==> config.mk <==
export PLATFORM = sky130hd
export DESIGN_NAME = exec_unit
export DESIGN_NICKNAME = d
export VERILOG_FILES = /design/src/rtl/exec_pkg.sv /design/src/rtl/alu_if.sv /design/src/rtl/exec_unit.sv /design/src/rtl/rot_sub_alu.sv
export SDC_FILE = /design/constraint.sdc
export NUM_CORES = 1
export LEC_CHECK = 0
export ABC_AREA = 1
export BUFFER_PORTS_ARGS = -buffer_cell sky130_fd_sc_hd__buf_2
export CORE_MARGIN = 3
export CORE_UTILIZATION = 53
export DETAILED_ROUTE_END_ITERATION = 8
export HOLD_SLACK_MARGIN = 0.1
export PLACE_DENSITY = 0.82
export SYNTH_ARGS = -nofsm -noshare
export SYNTH_HDL_FRONTEND = slang
export SYNTH_SLANG_ARGS = --single-unit
==> constraint.sdc <==
create_clock -name clk -period 1.9 [get_ports clk]
set_input_delay 0.095 -clock clk [delete_from_list [all_inputs] [get_ports clk]]
set_output_delay 0.095 -clock clk [all_outputs]
set_load 0.05 [all_outputs]
==> src/rtl/exec_pkg.sv <==
// constants, encodings and register map of the execution unit
// assumes one 40 MHz clock and a synchronous active-high reset
package exec_pkg;

   // data and address widths
   localparam int DATA_W = 8;
   localparam int PC_W   = 15;
   localparam int ADDR_W = 4;

   // clock rate, for reference by derived counts
   localparam int CLK_PERIOD_NS = 25;

   // cycles taken by each instruction class
   localparam int RET_CYCLES = 2;
   localparam int ONE_CYCLES = 1;

   // register byte offsets on the software port
   localparam logic [3:0] OFS_ACC   = 4'h0;
   localparam logic [3:0] OFS_FLAGS = 4'h4;
   localparam logic [3:0] OFS_PC    = 4'h8;
   localparam logic [3:0] OFS_WDOG  = 4'hc;

   // bit positions in the flags register
   localparam int FLAG_CARRY  = 0;
   localparam int FLAG_NIBBLE = 1;
   localparam int FLAG_ZERO   = 2;
   localparam int FLAG_TO_N   = 3;
   localparam int FLAG_PD_N   = 4;

   // values after reset
   localparam logic [7:0]  RST_ACC    = 8'h00;
   localparam logic [14:0] RST_PC     = 15'h0000;
   localparam logic [7:0]  RST_WDOG   = 8'h00;
   localparam logic [7:0]  RST_PRESC  = 8'h00;
   localparam logic        RST_TO_N   = 1'b1;
   localparam logic        RST_PD_N   = 1'b1;

   // watchdog cleared value
   localparam logic [7:0]  WDOG_CLEAR = 8'h00;

   // instruction selector, one-hot
   typedef enum logic [4:0] {
      OP_RET_LIT = 5'b0_0001,
      OP_ROT_L   = 5'b0_0010,
      OP_ROT_R   = 5'b0_0100,
      OP_SUB_LIT = 5'b0_1000,
      OP_SLEEP   = 5'b1_0000
   } op_t;

   // sequencer states, one-hot
   typedef enum logic [2:0] {
      ST_RUN   = 3'b001,
      ST_FLUSH = 3'b010,
      ST_SLEEP = 3'b100
   } state_t;

endpackage

==> src/rtl/alu_if.sv <==
// signals between the sequencer and its arithmetic unit
// assumes both ends sit in the same clock domain
`timescale 1ns/1ps
interface alu_if;
   exec_pkg::op_t    op;
   logic [7:0]       operand;
   logic [7:0]       file_data;
   logic [7:0]       acc;
   logic             carry_in;
   logic [7:0]       result;
   logic             carry_out;
   logic             nibble_out;
   logic             zero_out;

   modport alu
   (
      input  op,
      input  operand,
      input  file_data,
      input  acc,
      input  carry_in,
      output result,
      output carry_out,
      output nibble_out,
      output zero_out
   );

   modport user
   (
      output op,
      output operand,
      output file_data,
      output acc,
      output carry_in,
      input  result,
      input  carry_out,
      input  nibble_out,
      input  zero_out
   );
endinterface

==> src/rtl/exec_unit.sv <==
// execution unit for literal return, rotates, literal subtract, sleep
// assumes the fetch side presents the addressed file value with each
// issue and that the return stack supplies its top entry continuously
//
// Local design decisions: the strobed register port and the register addresses.
`timescale 1ns/1ps

// How it works
// - literal return loads accumulator, program counter from stack
// - literal return is one word, two cycles
// - return pops the hardware return stack
// - rotate left: carry into bit0, bit7 out
// - rotate destination: 0 accumulator, 1 file register
// - rotate right: carry into bit7, bit0 out
// - right rotate to file keeps accumulator unchanged
// - literal minus accumulator stored in accumulator
// - carry, nibble carry compare; zero on zero result
// - sleep clears watchdog counter and prescaler
// - sleep clears powerdown flag, sets timeout flag
// - sleep then halts with oscillator stopped
module exec_unit
(
   input  wire logic                clk,
   input  wire logic                sys_rst,
   // instruction issue
   input  wire logic                issue_valid,
   input  wire exec_pkg::op_t       issue_op,
   input  wire logic [7:0]          issue_operand,
   input  wire logic                issue_dest,
   input  wire logic [7:0]          file_rdata,
   output logic                     issue_ready,
   // return stack
   input  wire logic [14:0]         stack_top,
   output logic                     stack_pop,
   // file register write-back
   output logic                     file_wr_en,
   output logic [7:0]               file_wdata,
   // core state
   output logic [7:0]               accumulator,
   output logic [14:0]              program_counter,
   output logic                     carry,
   output logic                     nibble_carry,
   output logic                     zero,
   output logic                     timeout_flag_n,
   output logic                     powerdown_flag_n,
   output logic                     osc_stopped,
   // wake from low power
   input  wire logic                wake,
   // software register port
   input  wire logic [3:0]          reg_addr,
   input  wire logic [31:0]         reg_wdata,
   input  wire logic                reg_wr,
   input  wire logic                reg_rd,
   output logic [31:0]              reg_rdata
);

   // every flip-flop of the unit
   typedef struct packed {
      exec_pkg::state_t state;
      logic [7:0]       acc;
      logic [14:0]      pc;
      logic             carry;
      logic             nibble;
      logic             zero;
      logic             to_n;
      logic             pd_n;
      logic [7:0]       wdog;
      logic [7:0]       presc;
      logic             pop;
      logic             fwr;
      logic [7:0]       fdata;
      logic [31:0]      rdata;
   } state_bits_t;

   state_bits_t cur;
   state_bits_t next_cur;

   alu_if alu_bus ();

   logic take;
   logic is_ret;
   logic is_rot;
   logic is_sub;
   logic is_sleep;
   logic [31:0] read_mux;

   rot_sub_alu alu_inst
   (
      .port (alu_bus.alu)
   );

   // feed the arithmetic unit from the issue port and live state
   assign alu_bus.op        = issue_op;
   assign alu_bus.operand   = issue_operand;
   assign alu_bus.file_data = file_rdata;
   assign alu_bus.acc       = cur.acc;
   assign alu_bus.carry_in  = cur.carry;

   // accept only in the run state; the flush cycle stalls the issue
   assign issue_ready = (cur.state == exec_pkg::ST_RUN);
   assign take        = issue_valid && issue_ready;
   assign is_ret      = take && (issue_op == exec_pkg::OP_RET_LIT);
   assign is_rot      = take && ((issue_op == exec_pkg::OP_ROT_L)
                                 || (issue_op == exec_pkg::OP_ROT_R));
   assign is_sub      = take && (issue_op == exec_pkg::OP_SUB_LIT);
   assign is_sleep    = take && (issue_op == exec_pkg::OP_SLEEP);

   // read data selection, unmapped offsets read zero
   always_comb
   begin
      read_mux = 32'h0000_0000;
      unique case (reg_addr)
         exec_pkg::OFS_ACC:
            read_mux = {24'h00_0000, cur.acc};
         exec_pkg::OFS_FLAGS:
         begin
            read_mux[exec_pkg::FLAG_CARRY]  = cur.carry;
            read_mux[exec_pkg::FLAG_NIBBLE] = cur.nibble;
            read_mux[exec_pkg::FLAG_ZERO]   = cur.zero;
            read_mux[exec_pkg::FLAG_TO_N]   = cur.to_n;
            read_mux[exec_pkg::FLAG_PD_N]   = cur.pd_n;
         end
         exec_pkg::OFS_PC:
            read_mux = {17'h0_0000, cur.pc};
         exec_pkg::OFS_WDOG:
            read_mux = {16'h0000, cur.presc, cur.wdog};
         default:
            read_mux = 32'h0000_0000;
      endcase
   end

   // next-state logic for the whole unit
   always_comb
   begin
      next_cur       = cur;
      next_cur.pop   = 1'b0;
      next_cur.fwr   = 1'b0;
      next_cur.rdata = 32'h0000_0000;

      // read data stand only in the cycle after the strobe
      if (reg_rd)
      begin
         next_cur.rdata = read_mux;
      end

      // software writes first, so an instruction in the same cycle wins
      if (reg_wr && (reg_addr == exec_pkg::OFS_ACC))
      begin
         next_cur.acc = reg_wdata[7:0];
      end
      if (reg_wr && (reg_addr == exec_pkg::OFS_FLAGS))
      begin
         next_cur.carry  = reg_wdata[exec_pkg::FLAG_CARRY];
         next_cur.nibble = reg_wdata[exec_pkg::FLAG_NIBBLE];
         next_cur.zero   = reg_wdata[exec_pkg::FLAG_ZERO];
      end

      // free-running watchdog while the oscillator runs
      if (cur.state != exec_pkg::ST_SLEEP)
      begin
         next_cur.presc = cur.presc + 8'h01;
         if (cur.presc == 8'hff)
         begin
            next_cur.wdog = cur.wdog + 8'h01;
         end
      end

      unique case (cur.state)
         exec_pkg::ST_RUN:
         begin
            // every instruction but the return advances the counter by one
            if (take && !is_ret)
            begin
               next_cur.pc = cur.pc + 15'h0001;
            end
            if (is_ret)
            begin
               next_cur.acc   = issue_operand;
               next_cur.pc    = stack_top;
               next_cur.pop   = 1'b1;
               next_cur.state = exec_pkg::ST_FLUSH;
            end
            if (is_rot)
            begin
               next_cur.carry = alu_bus.carry_out;
               if (issue_dest)
               begin
                  next_cur.fwr   = 1'b1;
                  next_cur.fdata = alu_bus.result;
               end
               else
               begin
                  next_cur.acc = alu_bus.result;
               end
            end
            if (is_sub)
            begin
               next_cur.acc    = alu_bus.result;
               next_cur.carry  = alu_bus.carry_out;
               next_cur.nibble = alu_bus.nibble_out;
               next_cur.zero   = alu_bus.zero_out;
            end
            if (is_sleep)
            begin
               next_cur.wdog  = exec_pkg::WDOG_CLEAR;
               next_cur.presc = exec_pkg::RST_PRESC;
               next_cur.to_n  = 1'b1;
               next_cur.pd_n  = 1'b0;
               next_cur.state = exec_pkg::ST_SLEEP;
            end
         end
         exec_pkg::ST_FLUSH:
         begin
            // second cycle of the return: nothing is issued
            next_cur.state = exec_pkg::ST_RUN;
         end
         exec_pkg::ST_SLEEP:
         begin
            // halted until woken; counter and flags hold
            if (wake)
            begin
               next_cur.state = exec_pkg::ST_RUN;
            end
         end
         default:
            next_cur.state = exec_pkg::ST_RUN;
      endcase
   end

   // register the whole state
   always_ff @(posedge clk)
   begin
      if (sys_rst)
      begin
         cur.state  <= exec_pkg::ST_RUN;
         cur.acc    <= exec_pkg::RST_ACC;
         cur.pc     <= exec_pkg::RST_PC;
         cur.carry  <= 1'b0;
         cur.nibble <= 1'b0;
         cur.zero   <= 1'b0;
         cur.to_n   <= exec_pkg::RST_TO_N;
         cur.pd_n   <= exec_pkg::RST_PD_N;
         cur.wdog   <= exec_pkg::RST_WDOG;
         cur.presc  <= exec_pkg::RST_PRESC;
         cur.pop    <= 1'b0;
         cur.fwr    <= 1'b0;
         cur.fdata  <= 8'h00;
         cur.rdata  <= 32'h0000_0000;
      end
      else
      begin
         cur <= next_cur;
      end
   end

   // outputs straight from flip-flops; osc_stopped is decoded from the state
   assign stack_pop        = cur.pop;
   assign file_wr_en       = cur.fwr;
   assign file_wdata       = cur.fdata;
   assign accumulator      = cur.acc;
   assign program_counter  = cur.pc;
   assign carry            = cur.carry;
   assign nibble_carry     = cur.nibble;
   assign zero             = cur.zero;
   assign timeout_flag_n   = cur.to_n;
   assign powerdown_flag_n = cur.pd_n;
   assign osc_stopped      = (cur.state == exec_pkg::ST_SLEEP);
   assign reg_rdata        = cur.rdata;

endmodule

==> src/rtl/rot_sub_alu.sv <==
// combinational rotate and literal-subtract unit
// assumes the sequencer registers everything it takes from here
`timescale 1ns/1ps
module rot_sub_alu
(
   alu_if.alu port
);

   logic [8:0] full_diff;
   logic [4:0] low_diff;

   // borrow-free subtraction: literal plus inverted accumulator plus one
   always_comb
   begin
      full_diff = {1'b0, port.operand} + {1'b0, ~port.acc} + 9'h001;
      low_diff  = {1'b0, port.operand[3:0]} + {1'b0, ~port.acc[3:0]}
                  + 5'h01;
   end

   // result selection per operation
   always_comb
   begin
      port.result     = 8'h00;
      port.carry_out  = port.carry_in;
      port.nibble_out = 1'b0;
      port.zero_out   = 1'b0;
      unique case (port.op)
         exec_pkg::OP_ROT_L:
         begin
            port.result    = {port.file_data[6:0], port.carry_in};
            port.carry_out = port.file_data[7];
         end
         exec_pkg::OP_ROT_R:
         begin
            port.result    = {port.carry_in, port.file_data[7:1]};
            port.carry_out = port.file_data[0];
         end
         exec_pkg::OP_SUB_LIT:
         begin
            port.result     = full_diff[7:0];
            port.carry_out  = full_diff[8];
            port.nibble_out = low_diff[4];
            port.zero_out   = (full_diff[7:0] == 8'h00);
         end
         exec_pkg::OP_RET_LIT:
            port.result = port.operand;
         default:
            port.result = 8'h00;
      endcase
   end

endmodule

# == After elaboration in Yosys (flattened, before gate mapping) ==
# Cells that the tools add are included.
# word_totals
reg_bits,88
in_bits,79
output_inout_bits,72
wordCells,84
# classes
n_addsub,7
eq_ne,14
muxes,25
bitwise,5
reduce_logical,20
# ops
cell,count
54-bit two-way mux,1
8-bit two-way mux,5
11-bit one-hot mux with 3 select lines,1
8-bit one-hot mux with 4 select lines,1
26-bit two-way mux,1
5-bit one-hot mux with 4 select lines,1
9-bit two-way mux,2
17-bit two-way mux,1
8-bit by 1-bit adder with 8-bit output (second input constant),2
16-bit two-way mux,1
15-bit by 1-bit adder with 15-bit output (second input constant),1
15-bit two-way mux,1
3-bit two-way mux,4
8-bit by 8-bit adder with 9-bit output,1
9-bit by 1-bit adder with 9-bit output (second input constant),1
4-bit == test (second input constant),2
8-bit == test (second input constant),1
1-bit logical AND,8
8-bit zero test,1
8-bit inverter,1
3-bit one-hot mux with 2 select lines,1
2-bit AND reduction,3
4-bit by 4-bit adder with 5-bit output,1
5-bit by 1-bit adder with 5-bit output (second input constant),1
22 further kinds,28

# == Depth between registers and ports, before layout ==
# Gate-level depths: netlist (run 1).
# depth
depth_word,11
mapped_depth,14
ltp_nobuf,14

# == Hierarchy ==
# Synthesis (run 1) repeated with hierarchy kept, for this count alone.
# unflattened
hier_cells,789
hier_area_um2,5063.6
# by_module_without_submodules
mod,n_inst,cells_per_inst,area_per_inst_um2,seq_area_each_um2
exec_unit,1,641,4317.9,1441.4
rot_sub_alu,1,148,745.7,0.0

# == Worst setup path after synthesis (run 1) ==
# No wires, ideal clock.
# synth_path
path_type,register -> register
from,"reg, netlist name accumulator[0]"
to,"reg cur, in the netlist file_wdata[6]"
setup_ns,0.115
arrival_ns,1.527
t_required_ns,1.785
path_slack_ns,0.258
stages_incl_launch_ff,12
path_buffers,0
synth_period_minus_slack_ns,1.642
cell_sequence,dfxtp_1 > ha_1 > inv_1 > fa_1 > nand2_1 > nand3_1 > nand3_1 > nand3_1 > nand3_1 > nand2_1 > o21ai_0 > inv_1
# synth_between
elab_chain_len,4
# synth_rtl
element,line_no,source
8-bit inverter,rot_sub_alu.sv:15,"full_diff = {1'b0, port.operand} + {1'b0, ~port.acc} + 9'h001;"
8-bit by 8-bit adder with 9-bit output,rot_sub_alu.sv:15,
9-bit by 1-bit adder with 9-bit output,rot_sub_alu.sv:15,
8-bit one-hot mux with 4 select lines,rot_sub_alu.sv:27,unique case (port.op)
to (signal assigned),exec_unit.sv:252,cur <= next_cur;
to (decl),exec_unit.sv:75,state_bits_t cur;
# Every way passes these cells.
# A chain may end at the register's enable or synchronous reset.

# == Worst setup path after layout (run 1) ==
# layout_path
from,"reg, netlist name accumulator[0]"
to,"reg, netlist name accumulator[1]"
# layout_between
elab_chain_len,8
# layout_rtl
element,line_no,source
8-bit inverter *,rot_sub_alu.sv:15,
8-bit by 8-bit adder with 9-bit output *,rot_sub_alu.sv:15,
9-bit by 1-bit adder with 9-bit output *,rot_sub_alu.sv:15,
8-bit one-hot mux with 4 select lines *,rot_sub_alu.sv:27,
8-bit two-way mux,exec_unit.sv:186,if (issue_dest)
8-bit two-way mux,exec_unit.sv:183,if (is_rot)
8-bit two-way mux *,exec_unit.sv:196,if (is_sub)
54-bit two-way mux *,exec_unit.sv:168,unique case (cur.state)
# Every way passes the cells marked *; elsewhere a longest branch is shown, timed or not.

==> results of run 1 <==
## how the worst min path moves through the flow
stage	start	to	cells after the start	slack (ns)
floorplan	stack_top[4]	program_counter[4]$_SDFFE_PP0P_	2	0.27
global placement	stack_top[3]	program_counter[3]$_SDFFE_PP0P_	3	0.38
detailed placement	stack_top[4]	program_counter[4]$_SDFFE_PP0P_	3	0.38
CTS	stack_top[11]	program_counter[11]$_SDFFE_PP0P_	5	0.11
global route	issue_operand[7]	accumulator[7]$_SDFF_PP0_	3	0.15
finish	stack_top[11]	program_counter[11]$_SDFFE_PP0P_	5	0.11
## per-stage QoR
step	power [mW]	hold slack [ns]	setup TNS, ns	worst slack, ns
6_report	3.46	0.114	0	0.103
4_1_cts	3.45	0.106	0	0.0215
5_1_grt	3.59	0.149	-0.0228	-0.0135
3_3_place_gp	2.26	0.385	0	0.0727
2_1_floorplan	2.11	0.265	0	0.258
3_5_place_dp	2.26	0.384	0	0.0577
## power by group
group | internal, mW | switching (mW) | leakage (nW)
clock | 0.503 | 0.680 | 0.0938
combinational | 0.223 | 0.488 | 2.20
sequential | 1.54 | 0.0270 | 0.583
## area by class of cell
class,instances,area share
flip-flops and latches,72,0.250
clock inverters,7,0.0113
clock buffers,9,0.0215
multi-input cells,517,0.471
well taps,126,0.0273
repair buffers,151,0.156
inverters,97,0.0631
## registers in the layout, summed over array words and instances, names as in the netlist
register and cells:
program_counter 15, carry 1, file_wdata 8, nibble_carry 1
zero 1, file_wr_en 1, accumulator 8, stack_pop 1
powerdown_flag_n 1, reg_rdata 16, cur 19
## cell families after synthesis
logic type	Yosys count
compound gates	122
flops	72
xor+xnor	9
buf+inv	178
other cells	2
simple gates	356
fa+ha+maj	13
## routing by layer
metal	wire, µm	up-vias
met5	0	-
met4	358	0
met3	1280	31
met2	6150	267
met1	6190	2288
li1	-	2548
## placed cells by master, fill, tap and decap left out, types with 5 or more instances in the layout
master	synthesis	layout
a21oi_1	41	40
buf_2	6	109
buf_4	65	29
clkbuf_8	0	9
conb_1	2	17
dfxtp_1	72	71
dlygate4sd3_1	0	12
ha_1	12	11
inv_1	92	92
nand2_1	165	165
nand2_4	6	6
nand3_1	46	45
nand3b_1	5	5
nand4_1	14	14
nor2_1	82	80
nor2_4	5	5
nor3_1	15	15
o21ai_0	39	39
o21ai_1	10	10
o22ai_1	7	7
xor2_1	9	9
## worst min-delay path, delay by kind of cell
family	cells	cell delay, ns
compound gates	2	0.17
buf+inv	2	0.12
simple gates	1	0.05
## what timing repair did
item	4_1_cts	5_1_grt
hold buffers	12	0
setup endpoints to repair	0	8
gates resized for setup	0	7
setup buffers	0	3
hold endpoints to repair	12	0
==> results.toml, run 1 <==
[run_status]
outcome = "complete, no violations"

[place]
dp.cells = 948
placement.io_buffers = 109
dp.final_hpwl_mm = 10.7
placed_cell_area_um2 = 5400
place.gp.congestion = 1.00

[synthesis]
syn_area_um2 = 5030
synth_compound_area_frac = 0.141
ys_seq_area_frac = 0.286
ys_ff_latch = 72
synth_ff_type = "dfxtp_1"
yosys.area_share.simple = 0.332
synth_top_area_share = 0.286
yosys-top-cells-area = "dfxtp_1 (29%), nand2_1 (12%), buf_4 (9.7%), inv_1 (6.9%), nor2_1 (6.1%)"
netlist_instances = 752
synth_xor_area_frac = 0.0157
synthAdderAreaFrac = 0.0338
synth.distinct_cells = 45
yosys.area.top_type = "dfxtp_1"
yosysMostFrequentCell = "nand2_1"
syn_avg_cell_area_um2 = 6.69
synth_top_family_by_area = "simple AND/OR/NAND/NOR gates"
yosysWarnings = 0
synthMuxAreaShare = 0
synth_edf_count = 0
synthArstFlopShare = 0
yosys-top-cells-count = "nand2_1 (165), inv_1 (92), nor2_1 (82)"

[floorplanning]
die_y_um = 103
pin_count = 151
dieArea_um2 = 10700
fp-row-count = 34
die_w_um = 103
start_util = 0.560
coreArea_um2 = 8980

[global_route]
grt_max_degree = 20
use_met2 = 0.380
gr-total-overflow = 0
use_met3 = 0.0557
antenna_found_initial = 0
grt_pass1_wl_mm = 21.6
grt_pass1_vias = 4444
use_met1 = 0.370
top_usage_layer = "met2"
grt_usage = 0.259

[layout]
layout.nets = 940
drive_gt1_frac = 0.230
final_cells = 979
area_delta_synth_final_pct = 14.8
regArea_um2 = 1440
final_util = 0.643
multi_input_area_um2 = 2720
diodes = 0
design_area_um2 = 5770
fillerInstances = 827

[setup_path]
critPathMaxFanout = 3
crit_cells = 9
slowest_delay_ns = 0.45
regToRegSetupSlack_ns = 0.10
cp.buffers_inverters = 1
end_kind = "flop"
critPathArrivalTime_ns = 2.04
worst-setup-path-type = "flop to flop"
setup.worst_path.end = "accumulator[1]$_SDFF_PP0_"
crit_top_cell = "nand2_1"
cp-start-kind = "flop"
critPathSlowestCell = "fa_2"
rr_startpoint = "accumulator[0]$_SDFF_PP0_"
critical_path.cell_chain = "ha_1 > inv_1 > fa_2 > nand2_1 > nand4_1 > nand2_1 > nand2_1 > nor2_1 > nor2_1"
critPathLaunch = "accumulator[0]$_SDFF_PP0_"
r2r_end = "accumulator[1]$_SDFF_PP0_"
worst_r2r_path_depth = 9
crit_required_ns = 2.14
worst_path_dominant_cell_family = "simple AND/OR/NAND/NOR gates"

[sta]
hold_viol_final = 0
slew_viol_final = 0
fin_skew_ns = 0.00612
fmax_mhz = 556
rsz0062_at_grt = "yes"
min_period_ns = 1.80
setup_viol = 0
min_period_over_period = 0.946

[clock_network]
htreeDepth = 3
cts_made_buffers = 9
clock_sinks = 72
cts_tree = "yes"
root_buffer = "clkbuf_8"
clockBufferDepth = 2
clock_latency_ns = 0.35
clkTransAtPathRegs_ns = 0.09

[worst_hold_path]
hp-class = "primary input to flop"

[pwr]
ir_worst_vdd_v = 0.000338
cellPowerDensity_nw_per_um2 = 599
p_leak_nw = 2.87

[run]
cap_violations = 0

[routing]
via_per_inst = 5.24
dr.first_iter.drc_count = 377
drcViolationCount = 0
ant_nets = 0
vias = 5134
routed_wirelength_mm = 14.0
drtPass1Iterations = 5
wl_per_cell_um = 14.3
No activity file was read; power rests on OpenSTA's default activity.
==> inputs of run 2 (changes only) <==
BUFFER_PORTS_ARGS = -buffer_cell sky130_fd_sc_hd__buf_4   (was -buffer_cell sky130_fd_sc_hd__buf_2)
CORE_ASPECT_RATIO = 0.9   (was unset)
==> run 2 against run 1 <==
- first-iteration DRC count fell by 1.9%
- design area grew 4.4%
- via count is 0.25% higher
- clock skew grew 0.0029 ns
- critical path type unchanged
- largest cell class unchanged
- largest power group unchanged
- highest routed layer unchanged
==> results.toml, run 2 (synthesized netlist as in run 1, its figures left out) <==
[run_status]
outcome = "complete, no violations"

[sta]
min_period_ns = 1.79
slew_viol_final = 0
fin_setup_tns_ns = 0
fin_skew_ns = 0.00897
min_period_over_period = 0.941
worst_slack_ns = 0.112
hold_viol_final = 0
rsz0062_at_grt = "no"
setup_viol = 0
fmax_mhz = 559

[place]
dp.final_hpwl_mm = 11.2
place.gp.congestion = 0.963
placement.io_buffers = 109
pre_cts_ws_ns = 0.0275

[clock_network]
clkTransAtPathRegs_ns = 0.08
cts_made_buffers = 9
clock_latency_ns = 0.36
root_buffer = "clkbuf_8"
cts_tree = "yes"
clock_sinks = 72
clockBufferDepth = 2
htreeDepth = 3

[run]
cap_violations = 0

[routing]
drcViolationCount = 0
vias = 5147
ant_nets = 0
wl_per_cell_um = 15.4
dr.first_iter.drc_count = 370
drtPass1Iterations = 5
routed_wirelength_mm = 14.9
via_per_inst = 5.30

[layout]
drive_gt1_frac = 0.224
fillerInstances = 808
regMostFlops = "cur"
diodes = 0
layout_commonest_cell = "nand2_1"
layout_common_cells = "nand2_1 (162), buf_4 (130), inv_1 (92)"
area_delta_synth_final_pct = 19.8
layout.nets = 936
largest_register_ffs = 19

[global_route]
grt_max_degree = 21
grt_usage = 0.281
gr-total-overflow = 0
grt_pass1_vias = 4831
grt_pass1_wl_mm = 23.6
antenna_found_initial = 0

[setup_path]
slowest_delay_ns = 0.45
end_kind = "flop"
worst_path_dominant_cell_family = "adder cells"
worst-setup-path-type = "flop to flop"
crit_cells = 10
critPathArrivalTime_ns = 2.08
worst_r2r_path_depth = 10
cp.buffers_inverters = 1
critPathMaxFanout = 2
cp-start-kind = "flop"
crit_top_cell = "nor2_1"
critical_path.cell_chain = "ha_1 > inv_1 > fa_2 > nor2_1 > nand3_1 > nor2_1 > nand3_1 > nor2_1 > nand2_1 > a21oi_1"
critPathSlowestCell = "fa_2"
crit_required_ns = 2.19

[floorplanning]
die_y_um = 98.4
pin_count = 151
die_w_um = 109
dieArea_um2 = 10700
start_util = 0.549
coreArea_um2 = 9170
fp-row-count = 33

[worst_hold_path]
holdPathStages = 3
hp-class = "primary input to flop"

[pwr]
p_leak_nw = 2.90
ir_worst_vdd_v = 0.000446
cellPowerDensity_nw_per_um2 = 583
==> run 2: cell types whose count changed in the layout (fill, tap and decap cells not counted), moves of 2 or more <==
| cell | delta |
|---|---|
| buf_2 | -109 |
| buf_4 | +101 |
| clkbuf_8 | +2 |
| clkinv_4 | -2 |
| dlygate4sd3_1 | +4 |
| inv_8 | -2 |
| nand2_1 | -3 |
| nand2_2 | +3 |
| nor2_1 | +2 |
| nor2_2 | -2 |
==> run 2: timing repair <==
item | CTS | global route
gates resized for setup | 0 | 9
hold buffers | 16 | 0
hold endpoints to repair | 25 | 0
pin swaps | 1 | 1
buffers inserted | 3 | 1
setup endpoints to repair | 2 | 11
==> run 2: final timing paths <==
path,startpoint,slack (ns),endpoint
max reg2reg,accumulator[0]$_SDFF_PP0_,0.11,zero$_SDFF_PP0_
min reg2reg,powerdown_flag_n$_SDFFE_PP1P_,0.50,powerdown_flag_n$_SDFFE_PP1P_
min,issue_operand[4],0.11,accumulator[4]$_SDFF_PP0_
max,accumulator[0]$_SDFF_PP0_,0.11,zero$_SDFF_PP0_
==> run 2: metrics by stage <==
stage                     utilization  power, mW  hold slack [ns]  cells  instance area [µm²]
after CTS                       0.652       3.51            0.105    970                 5970
after global placement          0.611       2.30            0.366    935                 5600
final                           0.658       3.51            0.110    971                 6030
after detailed placement        0.611       2.31            0.379    935                 5600
after global routing            0.658       3.65            0.120    971                 6030
after floorplan                     -       2.11            0.265    767                 5090
==> run 2: layout make-up <==
cell class / count / area [µm²] / share of cell area
multi-input combinational: 517 / 2720 / 0.452
sequential: 72 / 1440 / 0.239
timing repair buffer: 147 / 1160 / 0.192
tap: 122 / 153 / 0.0253
clock inverter: 5 / 38.8 / 0.00643
inverter: 97 / 364 / 0.0604
clock buffer: 11 / 151 / 0.0251
==> run 2: worst min-delay path: stages <==
cell	delay, ns
buf_4	0.11
o21ai_0	0.09
a21oi_1	0.14
==> run 2: power by group <==
group	switching, mW	internal, mW	leakage [nW]
Combinational	0.489	0.269	2.22
Sequential	0.0309	1.54	0.582
Clock	0.632	0.555	0.0963
Total	1.15	2.36	2.90
==> run 2: metal layers <==
layer  vias up  track usage  routed length [µm]
met3        24       0.0616                1230
met5         -            0                   0
li1       2542            -                   -
met2       235        0.447                6830
met1      2346        0.383                6600
met4         0       0.0806                 287
==> inputs of run 3 (changes only) <==
SETUP_SLACK_MARGIN = 0.4   (was unset)
==> run 3 against run 2 <==
- sequential share of layout area down 2.7 points
- clock-buffer cell count shrank 1
- power is 8.7% higher
- die area is the same
- worst setup slack got worse by 0.052 ns
- clock skew is essentially flat
- wire length is 16% higher
- cell count is 3.3% higher
- largest cell class unchanged
- combinational power rose by 32%
- design area is 15% higher
- maximum frequency is 2.8% lower
==> results.toml, run 3 (synthesized netlist as in run 1, its figures left out) <==
[layout]
drive_gt1_frac = 0.383
regArea_um2 = 1480
layout_commonest_cell = "buf_4"
regMostFlops = "cur"
final_cells = 1003
layout_common_cells = "buf_4 (149), nand2_1 (138), inv_1 (79)"
fillerInstances = 692
layout.nets = 968
area_delta_synth_final_pct = 38.3
diodes = 0
final_util = 0.759
largest_register_ffs = 19
multi_input_area_um2 = 3270

[routing]
ant_nets = 0
drtPass1Iterations = 5
via_per_inst = 5.55
dr.first_iter.drc_count = 395
wl_per_cell_um = 17.2
drcViolationCount = 0
vias = 5566
routed_wirelength_mm = 17.3

[global_route]
gr-total-overflow = 0
grt_pass1_wl_mm = 24.5
grt_pass1_vias = 4986
antenna_found_initial = 0
grt_usage = 0.289
grt_max_degree = 24

[clock_network]
clkTransAtPathRegs_ns = 0.08
root_buffer = "clkbuf_8"
htreeDepth = 3
cts_tree = "yes"
clock_latency_ns = 0.35
clock_sinks = 72
cts_made_buffers = 9
clockBufferDepth = 2

[floorplanning]
die_w_um = 109
die_y_um = 98.4
start_util = 0.549
fp-row-count = 33
pin_count = 151
dieArea_um2 = 10700
coreArea_um2 = 9170

[run]
cap_violations = 0

[sta]
fin_skew_ns = 0.00866
hold_ws_ns = 0.100
min_period_ns = 1.84
fmax_mhz = 544
fin_setup_tns_ns = 0
slew_viol_final = 0
rsz0062_at_grt = "yes"
hold_viol_final = 0
min_period_over_period = 0.968
setup_viol = 0

[setup_path]
worst_path_dominant_cell_family = "simple AND/OR/NAND/NOR gates"
rr_startpoint = "accumulator[0]$_SDFF_PP0_"
end_kind = "flop"
critPathSlowestCell = "dfxtp_4"
cp.buffers_inverters = 1
critical_path.cell_chain = "ha_4 > inv_2 > fa_2 > nand2_2 > nand3_2 > nand3_4 > nand2_2 > nand2_1 > nand3_1 > nand2_2 > nand2_2 > a21oi_2"
critPathArrivalTime_ns = 2.12
crit_required_ns = 2.18
critPathLaunch = "accumulator[0]$_SDFF_PP0_"
worst-setup-path-type = "flop to flop"
slowest_delay_ns = 0.38
cp-start-kind = "flop"
crit_top_cell = "nand2_2"
critPathMaxFanout = 4
regToRegSetupSlack_ns = 0.06

[pwr]
p_int_mw = 2.57
power.share.clock = 0.326
cellPowerDensity_nw_per_um2 = 548
p_leak_nw = 3.20
ir_worst_vdd_v = 0.000507
seq_power_share = 0.412
netSwitchingFraction = 0.328
p_comb_frac = 0.262
power.switching_mw = 1.25

[worst_hold_path]
hp-class = "primary input to flop"
hp-start = "stack_top[10]"

[place]
dp.cells = 933
dp.final_hpwl_mm = 11.1
placement.io_buffers = 109
place.gp.congestion = 0.908

[run_status]
outcome = "complete, no violations"
==> run 3: stage by stage <==
stage,power (mW),setup WS (ns),area [µm²]
2_1_floorplan,2.12,0.342,5120
3_3_place_gp,2.29,0.157,5620
3_5_place_dp,2.30,0.119,5620
4_1_cts,3.64,0.171,6350
5_1_grt,3.95,0.0316,6960
6_report,3.82,0.0602,6960
==> run 3: worst reg2reg max path: stages, from the launching register on <==
cell	delay (ns)
dfxtp_4	0.38
ha_4	0.13
inv_2	0.03
fa_2	0.38
nand2_2	0.11
nand3_2	0.10
nand3_4	0.09
nand2_2	0.06
nand2_1	0.07
nand3_1	0.10
nand2_2	0.14
nand2_2	0.08
a21oi_2	0.11
==> run 3: cell type report <==
| cell class | instances | share of cell area |
|---|---|---|
| clock inverters | 6 | 0.00845 |
| repair buffers | 178 | 0.212 |
| multi-input cells | 518 | 0.469 |
| inverters | 97 | 0.0559 |
| well taps | 122 | 0.0219 |
| flip-flops and latches | 72 | 0.212 |
| clock buffers | 10 | 0.0198 |
==> run 3: repair_timing <==
item / CTS / global route
hold buffers: 11 / 0
setup buffers: 17 / 24
resized for setup: 76 / 106
gates cloned: 1 / 1
pin swaps: 29 / 51
hold endpoints to repair: 20 / 0
endpoints found under the setup margin: 52 / 51
==> run 3: power by group through the flow <==
| stage | clock network (mW) | logic [mW] | registers [mW] |
|---|---|---|---|
| floorplan | 0 | 0.521 | 1.60 |
| global placement | 0 | 0.691 | 1.60 |
| detailed placement | 0 | 0.700 | 1.60 |
| CTS | 1.24 | 0.831 | 1.57 |
| global route | 1.32 | 1.06 | 1.57 |
| finish | 1.24 | 1.00 | 1.57 |
==> run 3: final timing paths <==
kind	to	cells past startpoint
setup reg to reg	accumulator[6]$_SDFF_PP0_	12
setup / recovery	accumulator[6]$_SDFF_PP0_	12
hold / removal	program_counter[10]$_SDFFE_PP0P_	5
hold reg to reg	powerdown_flag_n$_SDFFE_PP1P_	2
==> run 3: routing by layer <==
layer,GRT usage,vias up,share of wire
met5,0,-,0
met4,0.0883,0,0.033
met3,0.0714,47,0.093
met2,0.465,289,0.46
met1,0.382,2617,0.41
li1,-,2613,-
